[src/acs_pkg.sv]
// constants, types and helpers shared by the channel sequencer files
package acs_pkg;

  // ==========================================================================
  // register map (byte addresses)
  localparam logic [7:0] ACS_OFF_CTRL = 8'h00;
  localparam logic [7:0] ACS_OFF_CMD  = 8'h04;

  // ==========================================================================
  // control byte layout
  localparam int ACS_END_LSB   = 0;
  localparam int ACS_START_LSB = 3;
  localparam int ACS_MODE_LSB  = 6;
  localparam int ACS_CH_W      = 3;
  localparam int ACS_MODE_W    = 2;

  // command/status byte layout
  localparam int ACS_CMD_START_BIT  = 0;
  localparam int ACS_CMD_BUSY_BIT   = 1;
  localparam int ACS_CMD_PAUSED_BIT = 2;

  // ==========================================================================
  // reset values
  localparam logic [2:0] ACS_RST_CH   = 3'h0;
  localparam logic [1:0] ACS_RST_MODE = 2'h0;

  // ==========================================================================
  // types
  typedef enum logic [1:0] {
    ACS_MD_SINGLE1 = 2'b00,
    ACS_MD_SINGLE2 = 2'b01,
    ACS_MD_CONT    = 2'b10,
    ACS_MD_PAUSE   = 2'b11
  } acs_mode_t;

  typedef enum logic [1:0] {
    ACS_ST_IDLE  = 2'b00,
    ACS_ST_RUN   = 2'b01,
    ACS_ST_PAUSE = 2'b10
  } acs_state_t;

  // register write strobes from the bus slave
  typedef struct packed {
    logic       ctrl_we;
    logic       cmd_we;
    logic [7:0] wdata;
  } acs_wr_t;

  // readable state handed to the bus slave
  typedef struct packed {
    logic [7:0] ctrl;
    logic [7:0] cmd;
  } acs_rd_t;

  // ==========================================================================
  // helpers
  function automatic logic [2:0] acs_inc_chan(input logic [2:0] ch);
    acs_inc_chan = ch + 3'h1;  // wraps seven to zero
  endfunction

endpackage

[src/acs_sequencer.sv]
// converter channel sequencer: mode control, channel stepping, registers
`timescale 1ns/1ps
module acs_sequencer
  import acs_pkg::*;
(
  // clock and reset
  input  wire logic        clk_i,
  input  wire logic        rst_i,
  // wishbone slave
  input  wire logic        wb_cyc_i,
  input  wire logic        wb_stb_i,
  input  wire logic        wb_we_i,
  input  wire logic [7:0]  wb_adr_i,
  input  wire logic [31:0] wb_dat_i,
  input  wire logic [3:0]  wb_sel_i,
  output logic             wb_ack_o,
  output logic [31:0]      wb_dat_o,
  // converter side
  input  wire logic        trig_i,
  input  wire logic        conv_done_i,
  output logic             conv_start_o,
  output logic [2:0]       conv_chan_o,
  output logic             busy_o,
  output logic             paused_o
);

  // ==========================================================================
  // declarations
  acs_wr_t    wr;
  acs_rd_t    rd;

  logic [2:0] end_sel_ff;
  logic [2:0] nxt_end_sel;
  logic [2:0] start_sel_ff;
  logic [2:0] nxt_start_sel;
  acs_mode_t  mode_ff;
  acs_mode_t  nxt_mode;

  acs_state_t state_ff;
  acs_state_t nxt_state;
  logic [2:0] cur_ff;
  logic [2:0] nxt_cur;
  logic       go_ff;
  logic       nxt_go;
  logic       busy_ff;
  logic       nxt_busy;
  logic       paused_ff;
  logic       nxt_paused;

  logic       sw_start;
  logic       sw_stop;
  logic       start_req;
  logic       at_end;
  logic [2:0] next_ch;
  logic       single;

  // ==========================================================================
  // bus slave
  acs_wb_slave u_wb (
    .clk_i    (clk_i),
    .rst_i    (rst_i),
    .wb_cyc_i (wb_cyc_i),
    .wb_stb_i (wb_stb_i),
    .wb_we_i  (wb_we_i),
    .wb_adr_i (wb_adr_i),
    .wb_dat_i (wb_dat_i),
    .wb_sel_i (wb_sel_i),
    .wb_ack_o (wb_ack_o),
    .wb_dat_o (wb_dat_o),
    .rd_i     (rd),
    .wr_o     (wr)
  );

  // ==========================================================================
  // channel stepping
  acs_chan_step u_step (
    .cur_i    (cur_ff),
    .start_i  (start_sel_ff),
    .end_i    (end_sel_ff),
    .at_end_o (at_end),
    .next_o   (next_ch)
  );

  // ==========================================================================
  // read view
  always_comb
  begin
    rd.ctrl = 8'h00;
    rd.ctrl[ACS_END_LSB +: ACS_CH_W]    = end_sel_ff;
    // start field shows the live or last converted channel, never the
    // value just written
    rd.ctrl[ACS_START_LSB +: ACS_CH_W]  = cur_ff;
    rd.ctrl[ACS_MODE_LSB +: ACS_MODE_W] = mode_ff;
    rd.cmd = 8'h00;
    rd.cmd[ACS_CMD_BUSY_BIT]   = busy_ff;
    rd.cmd[ACS_CMD_PAUSED_BIT] = paused_ff;
  end

  // ==========================================================================
  // configuration registers
  always_comb
  begin
    nxt_end_sel   = end_sel_ff;
    nxt_start_sel = start_sel_ff;
    nxt_mode      = mode_ff;
    // writes while busy are the caller's fault and still land;
    if (wr.ctrl_we)
    begin
      nxt_end_sel   = wr.wdata[ACS_END_LSB +: ACS_CH_W];
      nxt_start_sel = wr.wdata[ACS_START_LSB +: ACS_CH_W];
      nxt_mode      = acs_mode_t'(wr.wdata[ACS_MODE_LSB +: ACS_MODE_W]);
    end
  end

  always_ff @(posedge clk_i)
  begin
    if (rst_i)
    begin
      end_sel_ff   <= ACS_RST_CH;
      start_sel_ff <= ACS_RST_CH;
      mode_ff      <= acs_mode_t'(ACS_RST_MODE);
    end
    else
    begin
      end_sel_ff   <= nxt_end_sel;
      start_sel_ff <= nxt_start_sel;
      mode_ff      <= nxt_mode;
    end
  end

  // ==========================================================================
  // sequencing state machine
  always_comb
  begin
    sw_start  = wr.cmd_we && wr.wdata[ACS_CMD_START_BIT];
    // forced stop wins over a simultaneous start; software must not
    // issue both at once anyway
    sw_stop   = wr.cmd_we && !wr.wdata[ACS_CMD_BUSY_BIT];
    start_req = sw_start || trig_i;
    single    = (mode_ff == ACS_MD_SINGLE1) || (mode_ff == ACS_MD_SINGLE2);

    nxt_state = state_ff;
    nxt_cur   = cur_ff;
    nxt_go    = 1'b0;

    if (sw_stop)
    begin
      nxt_state = ACS_ST_IDLE;
    end
    else
    begin
      unique case (state_ff)
        ACS_ST_IDLE:
        begin
          if (start_req)
          begin
            nxt_state = ACS_ST_RUN;
            nxt_cur   = start_sel_ff;
            nxt_go    = 1'b1;
          end
        end
        ACS_ST_RUN:
        begin
          if (start_req && (mode_ff == ACS_MD_SINGLE1))
          begin
            // only single mode 1 may be restarted mid-sequence
            nxt_cur = start_sel_ff;
            nxt_go  = 1'b1;
          end
          else if (conv_done_i)
          begin
            if (at_end && single)
            begin
              nxt_state = ACS_ST_IDLE;
            end
            else if (mode_ff == ACS_MD_PAUSE)
            begin
              // hold cur so reads show the channel just done
              nxt_state = ACS_ST_PAUSE;
            end
            else
            begin
              nxt_cur = next_ch;
              nxt_go  = 1'b1;
            end
          end
        end
        ACS_ST_PAUSE:
        begin
          if (sw_start)
          begin
            nxt_state = ACS_ST_RUN;
            nxt_cur   = next_ch;
            nxt_go    = 1'b1;
          end
        end
        default:
        begin
          nxt_state = ACS_ST_IDLE;
        end
      endcase
    end

    nxt_busy   = (nxt_state != ACS_ST_IDLE);
    nxt_paused = (nxt_state == ACS_ST_PAUSE);
  end

  always_ff @(posedge clk_i)
  begin
    if (rst_i)
    begin
      state_ff  <= ACS_ST_IDLE;
      cur_ff    <= ACS_RST_CH;
      go_ff     <= 1'b0;
      busy_ff   <= 1'b0;
      paused_ff <= 1'b0;
    end
    else
    begin
      state_ff  <= nxt_state;
      cur_ff    <= nxt_cur;
      go_ff     <= nxt_go;
      busy_ff   <= nxt_busy;
      paused_ff <= nxt_paused;
    end
  end

  // ==========================================================================
  // outputs
  assign conv_start_o = go_ff;
  assign conv_chan_o  = cur_ff;
  assign busy_o       = busy_ff;
  assign paused_o     = paused_ff;

endmodule

[src/acs_chan_step.sv]
// next-channel computation for the sequencer
`timescale 1ns/1ps
module acs_chan_step
  import acs_pkg::*;
(
  // channel state
  input  wire logic [2:0] cur_i,
  input  wire logic [2:0] start_i,
  input  wire logic [2:0] end_i,
  // results
  output logic       at_end_o,
  output logic [2:0] next_o
);

  always_comb
  begin
    at_end_o = (cur_i == end_i);
    // modulo-eight step covers both the ascending and the wrapped
    // sequence
    if (at_end_o)
    begin
      next_o = start_i;
    end
    else
    begin
      next_o = acs_inc_chan(cur_i);
    end
  end

endmodule

[src/acs_wb_slave.sv]
// classic wishbone slave front end for the sequencer registers
`timescale 1ns/1ps
module acs_wb_slave
  import acs_pkg::*;
(
  // clock and reset
  input  wire logic        clk_i,
  input  wire logic        rst_i,
  // wishbone
  input  wire logic        wb_cyc_i,
  input  wire logic        wb_stb_i,
  input  wire logic        wb_we_i,
  input  wire logic [7:0]  wb_adr_i,
  input  wire logic [31:0] wb_dat_i,
  input  wire logic [3:0]  wb_sel_i,
  output logic             wb_ack_o,
  output logic [31:0]      wb_dat_o,
  // register side
  input  wire acs_rd_t     rd_i,
  output acs_wr_t          wr_o
);

  logic        ack_ff;
  logic        nxt_ack;
  logic [31:0] rdat_ff;
  logic [31:0] nxt_rdat;
  logic        hit_ctrl;
  logic        hit_cmd;
  logic        commit;

  // ==========================================================================
  // decode and answer
  always_comb
  begin
    hit_ctrl = (wb_adr_i == ACS_OFF_CTRL);
    hit_cmd  = (wb_adr_i == ACS_OFF_CMD);
    // one wait state; ack drops the cycle after it was given
    nxt_ack  = wb_cyc_i && wb_stb_i && !ack_ff;
    nxt_rdat = rdat_ff;
    if (nxt_ack)
    begin
      // unmapped addresses still answer, with zero data
      nxt_rdat = 32'h0000_0000;
      if (hit_ctrl)
      begin
        nxt_rdat = {24'h00_0000, rd_i.ctrl};
      end
      else if (hit_cmd)
      begin
        nxt_rdat = {24'h00_0000, rd_i.cmd};
      end
    end
    // write lands on the edge at which the master sees ack
    commit        = wb_cyc_i && wb_stb_i && wb_we_i && ack_ff && wb_sel_i[0];
    wr_o.ctrl_we  = commit && hit_ctrl;
    wr_o.cmd_we   = commit && hit_cmd;
    wr_o.wdata    = wb_dat_i[7:0];
  end

  always_ff @(posedge clk_i)
  begin
    if (rst_i)
    begin
      ack_ff  <= 1'b0;
      rdat_ff <= 32'h0000_0000;
    end
    else
    begin
      ack_ff  <= nxt_ack;
      rdat_ff <= nxt_rdat;
    end
  end

  assign wb_ack_o = ack_ff;
  assign wb_dat_o = rdat_ff;

endmodule

[config.mk]
export PLATFORM = sky130hd
export DESIGN_NAME = acs_sequencer
export DESIGN_NICKNAME = d
export VERILOG_FILES = /design/src/acs_pkg.sv /design/src/acs_sequencer.sv /design/src/acs_chan_step.sv /design/src/acs_wb_slave.sv
export SDC_FILE = /design/constraint.sdc
export NUM_CORES = 1
export LEC_CHECK = 0
export BUFFER_PORTS_ARGS = -buffer_cell sky130_fd_sc_hd__buf_2
export CORE_ASPECT_RATIO = 1.75
export CORE_UTILIZATION = 30
export CTS_BUF_LIST = sky130_fd_sc_hd__clkbuf_4
export DETAILED_ROUTE_END_ITERATION = 16
export MAX_ROUTING_LAYER = met4
export SYNTH_ARGS = -nofsm -noshare
export SYNTH_HDL_FRONTEND = slang
export SYNTH_SLANG_ARGS = --single-unit
export TNS_END_PERCENT = 1
[constraint.sdc]
create_clock -name clk_i -period 3.4 [get_ports clk_i]
set_clock_uncertainty 0.1 [all_clocks]
set_input_delay 0.34 -clock clk_i [delete_from_list [all_inputs] [get_ports clk_i]]
set_output_delay 0.34 -clock clk_i [all_outputs]
set_load 0.01 [all_outputs]
After elaboration in Yosys (flattened, before gate mapping)
Cells that the tools add are included.

storage, ports and cells
  logic and storage cells = 71
  output and inout port bits = 39
  bits of input ports = 51
  bits in registers = 49

operators by class
  reductions and logical operators = 22
  add/sub/neg operators = 1
  equal/unequal tests = 12
  mux-type cells = 25
  bitwise logic cells = 1

operator list
  cell                                                              count
  32-bit 2-to-1 mux                                                 1
  3-bit 2-to-1 mux                                                  8
  2-bit 2-to-1 mux                                                  7
  1-bit logical AND                                                 11
  3-bit inequality test (second input constant)                     3
  3-bit one-hot mux with 3 select lines                             1
  8-bit by 3-bit == test with 1-bit output (second input constant)  1
  8-bit zero test                                                   1
  7-bit AND reduction                                               1
  2-bit == test (second input constant)                             3
  1-bit 2-to-1 mux                                                  6
  2-bit one-hot mux with 3 select lines                             1
  2-bit by 1-bit == test with 1-bit output (second input constant)  2
  2-bit zero test                                                   2
  2-bit inequality test (second input constant)                     2
  3-bit by 1-bit adder with 3-bit output (second input constant)    1
  3-bit == test                                                     1
  1-bit one-hot mux with 3 select lines                             1
  3-bit nonzero test                                                1
  1-bit zero test                                                   2
  1-bit logical OR                                                  2
  2-bit nonzero test                                                1
  2-bit OR reduction                                                1
  1-bit inverter                                                    1

Depth between registers and ports, before layout
  depth after elaboration = 12
  mapped depth = 8
  mapped depth without buffers = 7

Modules after synthesis
Synthesis repeated with hierarchy kept, for this count alone.

unflattened totals
  cells, all modules = 170
  area, all modules = 1,610.3 um^2

by module, submodules not included
  module         area an instance (um^2)  instances  cells each
  acs_sequencer  845.8                    1          88
  acs_wb_slave   664.4                    1          72
  acs_chan_step  100.1                    1          10

Worst setup path before layout
No wires, ideal clock.

  path kind = input to register
  start = input port wb_adr_i[2]
  end = register busy_ff (netlist: busy_o)
  cell stages on the path = 8
  data arrival time = 1,690 ps
  path buffers = 2
  setup time = 118 ps
  slack = 1,492 ps
  cell sequence = buf_6 -> and4_1 -> and4_1 -> buf_6 -> o21a_1 -> o41ai_2 -> a211o_1 -> o21ai_1

between the ends
  cells in the longest elaborated chain, start to end = 9
  elaborated cells on any way between the ends = 12

ends and longest elaborated chain
  element                                       line                  RTL
  start, declared                               acs_sequencer.sv:13   input wire logic [7:0] wb_adr_i,
  8-bit by 3-bit == test with 1-bit output (*)  acs_wb_slave.sv:36    hit_cmd = (wb_adr_i == ACS_OFF_CMD);
  1-bit logical AND (*)                         acs_wb_slave.sv:56    wr_o.cmd_we = commit && hit_cmd;
  1-bit logical AND                             acs_sequencer.sv:135  sw_start = wr.cmd_we && wr.wdata[ACS_CMD_START_BIT];
  1-bit logical OR                              acs_sequencer.sv:139  start_req = sw_start || trig_i;
  1-bit logical AND                             acs_sequencer.sv:164  if (start_req && (mode_ff == ACS_MD_SINGLE1))
  2-bit 2-to-1 mux                              acs_sequencer.sv:164
  2-bit one-hot mux with 3 select lines         acs_sequencer.sv:152  unique case (state_ff)
  2-bit 2-to-1 mux (*)                          acs_sequencer.sv:146  if (sw_stop)
  2-bit nonzero test (*)                        acs_sequencer.sv:204  nxt_busy = (nxt_state != ACS_ST_IDLE);
  end signal, assigned                          acs_sequencer.sv:223  busy_ff <= nxt_busy;
  end, declared                                 acs_sequencer.sv:45   logic busy_ff;

Mark *: on every way between the ends. The rest lies on a longest branch, timed or not.
A chain may end at the register's enable or synchronous reset.

Worst setup path in the final report
  start = register cur_ff[0] (netlist: conv_chan_o[0])
  end = register cur_ff[2] (netlist: conv_chan_o[2])

between the ends
  cells in the longest elaborated chain, start to end = 7
  elaborated cells on any way between the ends = 12

ends and longest elaborated chain
  element                                                                  line                                RTL
  start, declared                                                          acs_sequencer.sv:41                 logic [2:0] cur_ff;
  start signal, assigned                                                   acs_sequencer.sv:221                cur_ff <= nxt_cur;
  3-bit by 1-bit adder with 3-bit output or 3-bit == test (tied branches)  acs_pkg.sv:58, acs_chan_step.sv:17
  3-bit 2-to-1 mux                                                         acs_chan_step.sv:20                 if (at_end_o)
  3-bit 2-to-1 mux                                                         acs_sequencer.sv:176                else if (mode_ff == ACS_MD_PAUSE)
  3-bit 2-to-1 mux                                                         acs_sequencer.sv:172                if (at_end && single)
  3-bit 2-to-1 mux                                                         acs_sequencer.sv:170                else if (conv_done_i)
  3-bit 2-to-1 mux                                                         acs_sequencer.sv:164
  3-bit one-hot mux with 3 select lines                                    acs_sequencer.sv:152

Several ways; a longest one is shown, not always the timed one. The select of a mux whose other input is x is not followed.

==> flow_summary.json <==
{
  "worst-r2r-cell-count": 6,
  "diodes": 0,
  "num_rows": 34,
  "start_kind": "flip-flop",
  "htreeDepth": 1,
  "design.portCount": 90,
  "cts.clk_slew.worst_paths_ns": 0.15,
  "critPathKind": "flip-flop to flip-flop",
  "hold_viol_final": 0,
  "antenna_left": 0,
  "dieArea_um2": 5440,
  "final_area_um2": 1700,
  "route.detailed.drc": 0,
  "crit_arrival_ns": 2.28,
  "finalMaxSlewViolations": 0,
  "min_path_cells": 3,
  "grt_max_degree": 22,
  "grt_overflow": 0,
  "drive_gt1_frac": 0.239,
  "syn2layout_area_growth_pct": 9.98,
  "max_slew.worst_pin.slew_ns": 0.895,
  "cts_tree": "yes",
  "fin_crit_sh": 0.633,
  "status": "finished clean",
  "cts_resized": 0,
  "yosys_warnings": 0,
  "clk_latency_ns": 0.33,
  "dpl_cell_area_um2": 1670,
  "grt_pass1_wl_mm": 5.62,
  "fp.coreArea_um2": 4930,
  "cts_buffers": 3,
  "slew_headroom": 0.400,
  "critPathMaxFanout": 9,
  "clock_path_buffers": 2,
  "max_freq_mhz": 465,
  "rsz0062_at_grt": "false",
  "first_pass_iters": 4,
  "cp.required_ns": 3.53,
  "routed_wl_mm": 3.39,
  "irDropWorstVdd_v": 0.000173,
  "critPathCaptureType": "flip-flop",
  "vias": 1296,
  "start_util": 0.312,
  "nNetsFinal": 270,
  "cts_sinks": 25,
  "synth.avg_cell_area_um2": 8.66,
  "yosysUniqueCellTypes": 41,
  "via_per_inst": 4.85,
  "setup-violations-final": 0,
  "place_congestion": 0.799,
  "die_w_um": 56.2,
  "synth-seq-area-share": 0.325,
  "hold_buffers": 0,
  "antenna_found_initial": 0,
  "gr-usage-all-layers": 0.132,
  "dp_hpwl_mm": 2.73,
  "layout_commonest_cell": "buf_2",
  "dieHeight_um": 96.8,
  "power.leakage_nw": 0.741,
  "tns_ns": 0,
  "cts_setup_buffers": 0,
  "hp-class": "input port to flip-flop",
  "drtIter0Drc": 37,
  "period_needed_ns": 2.15,
  "cts_root_buf": "clkbuf_4",
  "mostFrequentLayoutCells": "38 x buf_2, 30 x nor2_1, 25 x dfxtp_1",
  "regToRegSetupSlack_ns": 1.25,
  "postSynthCellCount": 178,
  "syn_area_um2": 1540,
  "grt_pass1_vias": 1273,
  "io_buffer_count": 38,
  "powerDensity_nw_per_um2": 338,
  "drv_cap": 0,
  "routedWlPerCell_um": 12.7,
  "synth-seq-cells": 25
}
power breakdown:
group / switching [W] / internal [W] / leakage [nW]
combinational: 0.0000781 / 0.0000468 / 0.521
clock: 0.0000930 / 0.0000441 / 0.0177
sequential: 0.0000102 / 0.000301 / 0.203
total: 0.000181 / 0.000392 / 0.741
stage by stage:
step | total power, W | worst slack [ns] | util | hold slack (ns) | cells
6_report | 0.000574 | 1.25 | 0.344 | 0.150 | 267
5_1_grt | 0.000605 | 1.06 | 0.344 | 0.148 | 267
4_1_cts | 0.000581 | 1.26 | 0.344 | 0.141 | 267
3_5_place_dp | 0.000443 | 1.04 | 0.338 | 0.380 | 263
3_3_place_gp | 0.000442 | 1.04 | 0.338 | 0.364 | 263
2_1_floorplan | 0.000425 | 1.49 | - | 0.387 | 201
cells in the mapped netlist:
cell type | count | area share
a21oi_1 | 9 | 0.029
ha_1 | 5 | 0.041
nand2_1 | 7 | 0.017
o2bb2ai_2 | 1 | 0.0097
o21a_1 | 1 | 0.0049
o211ai_1 | 3 | 0.015
a32oi_1 | 3 | 0.017
nor2_1 | 30 | 0.073
xor2_1 | 1 | 0.0057
or3_1 | 1 | 0.0041
nor2_2 | 2 | 0.0081
clkbuf_1 | 4 | 0.0097
o21ai_0 | 2 | 0.0065
or2_2 | 1 | 0.0041
and3_1 | 1 | 0.0041
o21ai_1 | 1 | 0.0032
a311oi_1 | 3 | 0.017
buf_6 | 2 | 0.015
and4_1 | 2 | 0.011
a21o_1 | 1 | 0.0049
dfxtp_1 | 25 | 0.32
o31ai_1 | 1 | 0.0049
nand3_2 | 1 | 0.0065
a41o_1 | 1 | 0.0065
xnor2_1 | 3 | 0.017
nor3_2 | 1 | 0.0065
a22oi_1 | 6 | 0.029
inv_1 | 8 | 0.019
o22ai_1 | 1 | 0.0041
nand3_1 | 1 | 0.0032
nor4_2 | 1 | 0.0081
a211o_1 | 3 | 0.017
a2111oi_4 | 1 | 0.018
o41ai_2 | 1 | 0.011
nor4_1 | 1 | 0.0041
o31a_1 | 1 | 0.0057
nor3_1 | 4 | 0.013
buf_4 | 24 | 0.12
nand3b_1 | 1 | 0.0049
conb_1 | 1 | 0.0024
mux2i_1 | 12 | 0.078
cell type report:
class | count | area, um^2
tap | 54 | 67.6
clock inverter | 1 | 5.00
sequential | 25 | 500
timing repair buffer | 38 | 190
multi-input combinational | 138 | 880
clock buffer | 3 | 22.5
inverter | 8 | 30.0
fill | 527 | 3240
cells by family after synthesis:
group           count (synthesis)  synth area share
xor+xnor                        4            0.0227
mux                            12            0.0779
fa+ha+maj                       5            0.0406
buf+inv                        38             0.161
other cells                     1           0.00243
flops                          25             0.325
simple gates                   54             0.168
compound gates                 39             0.203
per-layer routing:
layer	GRT usage	part of all wire	wire length, um	up-vias
li1	-	-	-	653
met1	0.130	0.38	1300	597
met2	0.255	0.57	1940	40
met3	0.00535	0.027	90	6
met4	0.0600	0.018	62	0
met5	-	0	0	-
worst max-delay path, stage by stage (launching register included):
cell and delay, ns:
dfxtp_1 0.51, xnor2_1 0.15, nand3_2 0.22, o211ai_1 0.19, a2111oi_4 0.57, nor2_1 0.08
a311oi_1 0.25
sequential cells by signal, summed over array words and instances, names as in the netlist:
signal / cells
conv_start_o: 1
conv_chan_o: 3
paused_o: 1
u_wb.wb_ack_o: 1
busy_o: 1
end_sel_ff: 3
state_ff: 2
u_wb.wb_dat_o: 8
mode_ff: 2
start_sel_ff: 3
path summary, 6_finish.rpt:
kind / start / to
setup / recovery: conv_chan_o[0]$_SDFFE_PP0P_ / conv_chan_o[2]$_SDFFE_PP0P_
hold / removal: wb_dat_i[1] / end_sel_ff[1]$_SDFFE_PP0P_
setup reg to reg: conv_chan_o[0]$_SDFFE_PP0P_ / conv_chan_o[2]$_SDFFE_PP0P_
hold reg to reg: u_wb.wb_dat_o[2]$_SDFFE_PP0P_ / u_wb.wb_dat_o[2]$_SDFFE_PP0P_
No activity file was read; power rests on OpenSTA's default activity.
